**config.mk**
```make
export PLATFORM = sky130hd
export DESIGN_NAME = or_shift_move_alu_ops
export DESIGN_NICKNAME = d
export VERILOG_FILES = /design/src/rtl/or_shift_move_alu_ops.v /design/src/rtl/alu_result_unit.v
export VERILOG_INCLUDE_DIRS = /design/src /design/src/include
export SDC_FILE = /design/constraint.sdc
export NUM_CORES = 1
export LEC_CHECK = 0
export BUFFER_PORTS_ARGS = -buffer_cell sky130_fd_sc_hd__buf_4
export CAP_MARGIN = 20
export CELL_PAD_IN_SITES_DETAIL_PLACEMENT = 2
export CELL_PAD_IN_SITES_GLOBAL_PLACEMENT = 2
export CORE_MARGIN = 2
export CORE_UTILIZATION = 25
export DETAILED_ROUTE_END_ITERATION = 7
export PLACE_DENSITY_LB_ADDON = 0.1
export SYNTH_ARGS = -nofsm -noshare
export SYNTH_HDL_FRONTEND = slang
export SYNTH_SLANG_ARGS = --single-unit
```
**constraint.sdc**
```tcl
create_clock -name clk -period 1.77 [get_ports clk]
set_input_delay 0.0885 -clock clk [delete_from_list [all_inputs] [get_ports clk]]
set_output_delay 0.0885 -clock clk [all_outputs]
set_load 0.01 [all_outputs]
```
**src/include/alu_ops_defines.vh**
```
// Constants of the OR, shift-left and move-test execution datapath
`ifndef ALU_OPS_DEFINES_VH
`define ALU_OPS_DEFINES_VH

// Operation codes presented by the instruction decoder
`define OP_OR_WORK_INTO_FILE   2'h0
`define OP_SHIFT_LEFT_LOGICAL  2'h1
`define OP_MOVE_FILE_TEST      2'h2
`define OP_UNUSED              2'h3

// Destination select values
`define DEST_WORK              1'h0
`define DEST_FILE              1'h1

// Register port byte addresses
`define REG_WORK               8'h00
`define REG_STATUS             8'h04
`define REG_CONTROL            8'h08
`define REG_OP_COUNT           8'h0C
`define REG_LAST_RESULT        8'h10

// Status register field positions
`define STATUS_CARRY_BIT       0
`define STATUS_ZERO_BIT        1
`define STATUS_BAD_OP_BIT      7

// Control register field positions
`define CONTROL_ENABLE_BIT     0

// Reset values
`define WORK_RESET             8'h00
`define STATUS_RESET           8'h00
`define CONTROL_RESET          8'h01
`define OP_COUNT_RESET         16'h0000
`define LAST_RESULT_RESET      8'h00

`endif

```
**src/rtl/or_shift_move_alu_ops.v**
```verilog
// Execution datapath for OR-into-file, logical shift left and move-test operations
//
// How it works
// - The OR operation combines the working register with the addressed file register and touches only zero.
// - Destination select 0 sends the result to the working register, 1 writes it back to the file register.
// - The shift-left operation moves source bits 6:0 up to bits 7:1 and puts zero in bit 0.
// - The shift-left operation copies source bit 7 into carry and sets zero from the shifted byte.
// - The move operation passes the file register value unchanged to the selected destination.
// - The move operation sets zero from the value and, with select 1, leaves the file register as it was.
//
// An operation is taken on the edge where op_valid is high and the enable bit is set.
// All effects (working register, flags, file write strobe) appear one cycle later.
//
// Added by the designer: the placing of the registers and the strobed register port.
module or_shift_move_alu_ops
#(
   parameter COUNT_W = 16
)
(
   input  wire               clk,
   input  wire               rst,
   // Decoder side
   input  wire               op_valid,
   input  wire [1:0]         op_code,
   input  wire [6:0]         file_addr,
   input  wire               dest_sel,
   input  wire [7:0]         file_rdata,
   // File register array write port
   output reg                file_we,
   output reg  [6:0]         file_waddr,
   output reg  [7:0]         file_wdata,
   // Core-visible state
   output reg  [7:0]         work_reg,
   output reg                carry_flag,
   output reg                zero_flag,
   output reg                op_done,
   // Register port
   input  wire [7:0]         reg_addr,
   input  wire [31:0]        reg_wdata,
   input  wire               reg_wr,
   input  wire               reg_rd,
   output reg  [31:0]        reg_rdata
);

`include "alu_ops_defines.vh"

   wire [7:0]         alu_result;
   wire               alu_carry_write;
   wire               alu_carry_val;
   wire               alu_zero_val;
   wire               alu_op_legal;
   wire               take_op;
   wire               exec_op;
   wire               to_file;
   wire               wr_work;
   wire               wr_status;
   wire               wr_control;
   wire               wr_count;

   reg                enable_q;
   reg                bad_op_q;
   reg  [COUNT_W-1:0] op_count_q;
   reg  [7:0]         last_result_q;
   reg  [7:0]         work_d;
   reg                carry_d;
   reg                zero_d;
   reg                bad_op_d;
   reg  [31:0]        rd_mux;

   // Result logic works straight off the current working register
   alu_result_unit u_result
   (
      .op_code     (op_code),
      .work_val    (work_reg),
      .file_val    (file_rdata),
      .result      (alu_result),
      .carry_write (alu_carry_write),
      .carry_val   (alu_carry_val),
      .zero_val    (alu_zero_val),
      .op_legal    (alu_op_legal)
   );

   // Request qualification; an unused code is taken but only sets the sticky bad-op status bit
   assign take_op = op_valid & enable_q;
   assign exec_op = take_op & alu_op_legal;
   assign to_file = exec_op & (dest_sel == `DEST_FILE);

   // Register write decode
   assign wr_work    = reg_wr & (reg_addr == `REG_WORK);
   assign wr_status  = reg_wr & (reg_addr == `REG_STATUS);
   assign wr_control = reg_wr & (reg_addr == `REG_CONTROL);
   assign wr_count   = reg_wr & (reg_addr == `REG_OP_COUNT);

   // Next working register: an executing operation wins over a software write
   // so that an instruction result is never lost to a racing register access
   always @*
   begin
      work_d = work_reg;
      if (exec_op && (dest_sel == `DEST_WORK))
      begin
         work_d = alu_result;
      end
      else if (wr_work)
      begin
         work_d = reg_wdata[7:0];
      end
   end

   // Next flags: same priority as the working register
   always @*
   begin
      carry_d  = carry_flag;
      zero_d   = zero_flag;
      bad_op_d = bad_op_q;
      if (wr_status)
      begin
         carry_d = reg_wdata[`STATUS_CARRY_BIT];
         zero_d  = reg_wdata[`STATUS_ZERO_BIT];
         if (reg_wdata[`STATUS_BAD_OP_BIT])
         begin
            bad_op_d = 1'b0;                 // Write one to clear
         end
      end
      if (exec_op)
      begin
         zero_d = alu_zero_val;
         if (alu_carry_write)
         begin
            carry_d = alu_carry_val;
         end
      end
      if (take_op && !alu_op_legal)
      begin
         bad_op_d = 1'b1;                    // Set wins over the clear
      end
   end

   // Core state registers
   always @(posedge clk)
   begin
      if (rst)
      begin
         work_reg   <= `WORK_RESET;
         carry_flag <= 1'b0;
         zero_flag  <= 1'b0;
         bad_op_q   <= 1'b0;
      end
      else
      begin
         work_reg   <= work_d;
         carry_flag <= carry_d;
         zero_flag  <= zero_d;
         bad_op_q   <= bad_op_d;
      end
   end

   // File write-back strobe; a move with select 1 writes back the same byte,
   // so the file content stays as it was and only zero changes
   always @(posedge clk)
   begin
      if (rst)
      begin
         file_we    <= 1'b0;
         file_waddr <= 7'h00;
         file_wdata <= 8'h00;
      end
      else
      begin
         file_we <= to_file;
         if (to_file)
         begin
            file_waddr <= file_addr;
            file_wdata <= alu_result;
         end
      end
   end

   // Completion pulse and bookkeeping
   always @(posedge clk)
   begin
      if (rst)
      begin
         op_done       <= 1'b0;
         op_count_q    <= {COUNT_W{1'b0}};
         last_result_q <= `LAST_RESULT_RESET;
      end
      else
      begin
         op_done <= exec_op;
         if (exec_op)
         begin
            op_count_q    <= op_count_q + {{(COUNT_W-1){1'b0}}, 1'b1};  // Wraps silently
            last_result_q <= alu_result;
         end
         else if (wr_count)
         begin
            op_count_q <= {COUNT_W{1'b0}};
         end
      end
   end

   // Control register; disabling stalls execution without losing state
   always @(posedge clk)
   begin
      if (rst)
      begin
         enable_q <= 1'b1;
      end
      else if (wr_control)
      begin
         enable_q <= reg_wdata[`CONTROL_ENABLE_BIT];
      end
   end

   // Read multiplexer; unmapped addresses read as zero
   always @*
   begin
      rd_mux = 32'h0000_0000;
      case (reg_addr)
         `REG_WORK:
         begin
            rd_mux[7:0] = work_reg;
         end
         `REG_STATUS:
         begin
            rd_mux[`STATUS_CARRY_BIT]  = carry_flag;
            rd_mux[`STATUS_ZERO_BIT]   = zero_flag;
            rd_mux[`STATUS_BAD_OP_BIT] = bad_op_q;
         end
         `REG_CONTROL:
         begin
            rd_mux[`CONTROL_ENABLE_BIT] = enable_q;
         end
         `REG_OP_COUNT:
         begin
            rd_mux[COUNT_W-1:0] = op_count_q;
         end
         `REG_LAST_RESULT:
         begin
            rd_mux[7:0] = last_result_q;
         end
         default:
         begin
            rd_mux = 32'h0000_0000;
         end
      endcase
   end

   // Read data stands only in the cycle after the strobe
   always @(posedge clk)
   begin
      if (rst)
      begin
         reg_rdata <= 32'h0000_0000;
      end
      else if (reg_rd)
      begin
         reg_rdata <= rd_mux;
      end
      else
      begin
         reg_rdata <= 32'h0000_0000;
      end
   end

endmodule // or_shift_move_alu_ops

```
**src/rtl/alu_result_unit.v**
```verilog
// Combinational result and flag logic for the three byte-wide operations
module alu_result_unit
(
   input  wire [1:0] op_code,
   input  wire [7:0] work_val,
   input  wire [7:0] file_val,
   output reg  [7:0] result,
   output reg        carry_write,
   output reg        carry_val,
   output reg        zero_val,
   output reg        op_legal
);

`include "alu_ops_defines.vh"

   // True when all eight bits are clear
   function is_zero;
      input [7:0] v;
      begin
         is_zero = (v == 8'h00);
      end
   endfunction

   // Per-operation result; only the shift touches carry
   always @*
   begin
      result      = 8'h00;
      carry_write = 1'b0;
      carry_val   = 1'b0;
      op_legal    = 1'b1;
      case (op_code)
         `OP_OR_WORK_INTO_FILE:
         begin
            result = work_val | file_val;
         end
         `OP_SHIFT_LEFT_LOGICAL:
         begin
            result      = {file_val[6:0], 1'b0};
            carry_write = 1'b1;
            carry_val   = file_val[7];
         end
         `OP_MOVE_FILE_TEST:
         begin
            result = file_val;
         end
         default:
         begin
            op_legal = 1'b0;
         end
      endcase
      zero_val = is_zero(result);
   end

endmodule // alu_result_unit

```
==> results of run 1 <==
-- layout make-up --
class	instances	area [sq um]	share of cell area, %
Tap cell	172	215	4.76
Multi-Input combinational cell	275	1640	36.3
Timing Repair Buffer	123	943	20.9
Inverter	1	3.75	0.0830
Clock buffer	11	253	5.59
Sequential cell	69	1380	30.6
Clock inverter	5	81.3	1.80
-- Yosys cell counts, types with 5 or more instances --
master,instances
a211oi_1,20
a21oi_1,23
a22oi_1,7
a311oi_1,5
and2_1,11
and3_1,5
buf_4,16
clkbuf_1,15
dfxtp_1,69
mux2_4,5
mux2i_1,7
nand2_1,30
nand2b_1,7
nand3_1,9
nand4_1,7
nor2_1,60
nor3_1,10
-- metal layers --
| layer | part of all wire, % | track usage [%] |
|---|---|---|
| met3 | 4.1 | 4.15 |
| met2 | 48 | 29.3 |
| met5 | 0 | 0 |
| met4 | 1.1 | 4.71 |
| met1 | 47 | 22.4 |
-- kinds of logic (layout without fill, tap and decap cells) --
logic type,Yosys count,count (layout),share of synthesized area [%]
adders and majority gates,1,1,0.394
and+or+nand+nor,156,156,24.0
other,1,16,0.118
AOI/OAI and AO/OA,83,83,18.3
buffers and inverters,37,140,6.74
DFF,69,69,43.5
xor gates and xnor gates,5,5,1.38
muxes,14,14,5.63
-- how the worst min path moves through the flow --
stage | end | slack (ns) | from | cells past startpoint
floorplan | file_we$_SDFF_PP0_ | 0.21 | dest_sel | 1
global placement | file_waddr[4]$_SDFFE_PP0P_ | 0.34 | file_addr[4] | 3
detailed placement | file_we$_SDFF_PP0_ | 0.34 | dest_sel | 2
CTS | enable_q$_SDFFE_PP1P_ | 0.02 | reg_wdata[0] | 2
global route | enable_q$_SDFFE_PP1P_ | 0.03 | reg_wdata[0] | 2
finish | enable_q$_SDFFE_PP1P_ | 0.02 | reg_wdata[0] | 2
-- worst max-delay path, cell delays in order, from the launching register on --
cell	delay, ns
dfxtp_1	0.43
and3_1	0.24
nand2_1	0.11
or4_1	0.52
nand3_1	0.11
o31ai_1	0.06
-- timing repair --
item	CTS	global route
endpoints found under the setup margin	0	7
gates resized for setup	0	2
hold buffers	8	0
endpoints found under the hold margin	8	0
-- power by group --
part / switching [mW] / total [mW] / internal (mW)
Combinational: 0.256 / 0.484 / 0.228
Clock: 0.709 / 2.02 / 1.31
Sequential: 0.0465 / 1.65 / 1.61
==> impl_metrics.json, run 1 <==
{
  "status": "complete, no violations",
  "vdd_drop_max_uv": 338,
  "ys_top_cells_by_area": "dfxtp_1, nor2_1, a211oi_1, buf_4, a21oi_1",
  "fillCellCount": 1473,
  "rows": 41,
  "r2r-start": "op_count_q[0]$_SDFFE_PP0P_",
  "placed_cells": 632,
  "path_class": "flop to flop",
  "wl_per_cell_microns": 16.9,
  "io_buffer_count": 81,
  "crit_path_end": "op_count_q[15]$_SDFFE_PP0P_",
  "rsz0062_at_grt": "false",
  "fin_setup_tns_ns": 0,
  "grt_max_degree": 30,
  "pre_cts_ws_ns": -0.163,
  "clk_latency_ns": 0.34,
  "core_sq_um": 12500,
  "finalInstanceArea_sq_um": 4520,
  "post-route-period-util_pct": 90.0,
  "ys_types": 52,
  "utilization_pct": 36.1,
  "synth_cells": 366,
  "synth_top_flop_cell": "dfxtp_1",
  "powerDensity_nw_per_um2": 920,
  "drt-pass1-iter-count": 4,
  "grt_first_pass_wirelength_microns": 18000,
  "finalPower_mw": 4.16,
  "crit_required_ns": 1.99,
  "die_area_sq_um": 13600,
  "setup_ws_ns": 0.178,
  "hpwl_microns": 8280,
  "path_clk_slew_ns": 0.06,
  "synth.ff_latch_count": 69,
  "finalClockSkew_ns": 0.00884,
  "drv_slew": 0,
  "cp-startpoint": "op_count_q[0]$_SDFFE_PP0P_",
  "synth-edff-count": 0,
  "initial_core_util_pct": 25.4,
  "h-tree-depth": 3,
  "diodes": 0,
  "area_delta_synth_final_pct": 42.4,
  "avgSynthCellArea_sq_um": 8.68,
  "drive_gt1_share_pct": 30.0,
  "drt_iter0_drc": 66,
  "fin_hold_ws_ns": 0.0223,
  "hold_path_class": "input pin to flop",
  "globalplace.congestion": 0.802,
  "cts_root_buf": "clkbuf_16",
  "worstPathArrival_ns": 1.81,
  "synth_area_leader_cell": "dfxtp_1",
  "ant_nets": 0,
  "synth_top_area_share_pct": 43.5,
  "clock_sinks": 69,
  "r2r_cells": 5,
  "reg2reg_slack_ns": 0.18,
  "finalSetupViolations": 0,
  "post_cts_buffers": 0,
  "end_kind": "flop",
  "cp_max_fo": 5,
  "grt_usage_pct": 17.4,
  "worstReg2RegEnd": "op_count_q[15]$_SDFFE_PP0P_",
  "drt-total-wl_microns": 11100,
  "clk_path_buf_depth": 2,
  "dieWidth_microns": 117,
  "pin_count": 122,
  "synthArstFlopShare_pct": 0,
  "fin_nets": 543,
  "reg_top3": "op_count_q x16, reg_rdata x16",
  "cts_tree": "done",
  "cp-start-kind": "flop",
  "vias_per_cell": 4.73,
  "maxCapViolCount": 0,
  "grt.overflow.total": 0,
  "total_leakage_power_nw": 1.89,
  "drc": 0,
  "stdcell_count": 656,
  "finalCriticalPeriod_ns": 1.59,
  "yosysWarnings": 0,
  "hold_viol": 0,
  "synth.cell_area_sq_um": 3180,
  "vias": 3105,
  "placed_area_sq_um": 4100,
  "grt_pass1_vias": 3405,
  "antenna_found_initial": 0,
  "clock.fmax_mhz": 628,
  "die_height_microns": 117,
  "final_cell_mix": "buf_4, dfxtp_1, nor2_1",
  "synth.yosys.seq_area_share_pct": 43.5,
  "final_common_cell": "buf_4",
  "cts_buffers": 9
}
(Power assumes the default switching activity.)
==> run 2: changes to the inputs <==
==> constraint.sdc (replaced) <==
create_clock -name clk -period 1.77 [get_ports clk]
set_input_delay 0.4425 -clock clk [delete_from_list [all_inputs] [get_ports clk]]
set_output_delay 0.4425 -clock clk [all_outputs]
set_load 0.01 [all_outputs]
==> impl_metrics.json, run 2 (synthesis results as in run 1) <==
{
  "status": "finished, violations left",
  "powerDensity_nw_per_um2": 894,
  "rsz0062_at_grt": "true",
  "finalCriticalPeriod_ns": 1.89,
  "clock.fmax_mhz": 529,
  "drv_slew": 0,
  "ant_nets": 0,
  "h-tree-depth": 3,
  "crit_required_ns": 1.98,
  "clk_latency_ns": 0.34,
  "vias": 3098,
  "final_common_cell": "buf_4",
  "reg_top3": "op_count_q x16, reg_rdata x16",
  "rows": 41,
  "cp-start-kind": "input pin",
  "post-route-period-util_pct": 107,
  "cts_root_buf": "clkbuf_16",
  "final_cell_mix": "buf_4, dfxtp_1, nor2_1",
  "initial_core_util_pct": 25.4,
  "drt-pass1-iter-count": 4,
  "fin_hold_ws_ns": 0.345,
  "die_area_sq_um": 13600,
  "path_class": "input pin to flop",
  "core_sq_um": 12500,
  "hpwl_microns": 8890,
  "stdcell_count": 664,
  "globalplace.congestion": 0.805,
  "setup_ws_ns": -0.122,
  "maxCapViolCount": 0,
  "fin_setup_tns_ns": -0.648,
  "cp_max_fo": 7,
  "dieWidth_microns": 117,
  "path_cells": "buf_6 > or4b_4 > or4_4 > mux2_4 > nor2_4 > a211oi_2",
  "antenna_found_initial": 0,
  "drt-total-wl_microns": 11300,
  "grt_first_pass_wirelength_microns": 18100,
  "finalClockSkew_ns": 0.00911,
  "io_buffer_count": 81,
  "worstPathArrival_ns": 2.11,
  "die_height_microns": 117,
  "area_delta_synth_final_pct": 46.9,
  "placed_cells": 648,
  "slowest_delay_ns": 0.53,
  "cts_tree": "done",
  "path_clk_slew_ns": 0.06,
  "grt.overflow.total": 0,
  "grt_pass1_vias": 3294,
  "grt_usage_pct": 17.6,
  "drt_iter0_drc": 93,
  "drc": 0,
  "vias_per_cell": 4.67,
  "violations": "negative setup slack",
  "end_kind": "flop",
  "diodes": 0,
  "clock_sinks": 69,
  "total_leakage_power_nw": 1.97,
  "ctsHoldBuffers": 0,
  "grt_max_degree": 32,
  "clk_path_buf_depth": 2,
  "crit_slowest_cell": "or4b_4",
  "hold_path_class": "input pin to flop",
  "pin_count": 122,
  "vdd_drop_max_uv": 439,
  "utilization_pct": 37.3,
  "wl_per_cell_microns": 17.1,
  "fin_nets": 551,
  "finalSetupViolations": 7,
  "drive_gt1_share_pct": 35.6,
  "cts_buffers": 9,
  "hold_viol": 0
}
[run 2: worst paths after layout]
| kind | from | end | slack [ns] | cells after the start |
|---|---|---|---|---|
| max | reg_addr[4] | work_reg[6]$_SDFFE_PP0P_ | -0.12 | 6 |
| min | file_addr[1] | file_waddr[1]$_SDFFE_PP0P_ | 0.35 | 3 |
| max reg2reg | op_count_q[0]$_SDFFE_PP0P_ | op_count_q[13]$_SDFFE_PP0P_ | 0.07 | 5 |
| min reg2reg | file_waddr[0]$_SDFFE_PP0P_ | file_waddr[0]$_SDFFE_PP0P_ | 0.46 | 2 |
[run 2: critical path: cells and delay by family]
family          cells  cell delay (ns)
compound gates      1             0.04
buf+inv             1             0.09
mux                 1             0.35
simple gates        3             1.17
[run 2: per-stage QoR]
step | cell area, sq um | power [mW] | setup slack, ns
3_3_place_gp | 4240 | 2.17 | -0.466
4_1_cts | 4610 | 4.23 | -0.124
5_1_grt | 4670 | 4.36 | -0.139
2_1_floorplan | 3250 | 1.93 | -0.450
3_5_place_dp | 4240 | 2.19 | -0.520
6_report | 4670 | 4.17 | -0.122
[run 2: final cells by class]
type / count / area (sq um)
Fill cell: 1460 / 7850
Multi-Input combinational cell: 275 / 1720
Sequential cell: 69 / 1380
Timing Repair Buffer: 131 / 1020
Clock buffer: 10 / 239
Tap cell: 172 / 215
Clock inverter: 6 / 86.3
Inverter: 1 / 3.75
[run 2: where the power goes]
part	total, mW	switching [mW]	internal [mW]
registers	1.65	0.0433	1.61
clock network	2.00	0.731	1.27
logic	0.521	0.270	0.250
total	4.17	1.04	3.12
[run 2: metal layers]
metal | vias up | global-route usage [%] | share of wire (%)
li1 | 1525 | - | -
met4 | 0 | 5.57 | 1.6
met5 | - | 0 | 0
met1 | 1494 | 20.9 | 42
met3 | 15 | 5.09 | 4.7
met2 | 64 | 30.8 | 51
[run 2: timing repair]
action | 4_1_cts | 5_1_grt
pin swaps | 6 | 12
buffers inserted | 0 | 1
endpoints found under the setup margin | 27 | 24
cloned | 0 | 0
gates resized for setup | 10 | 17
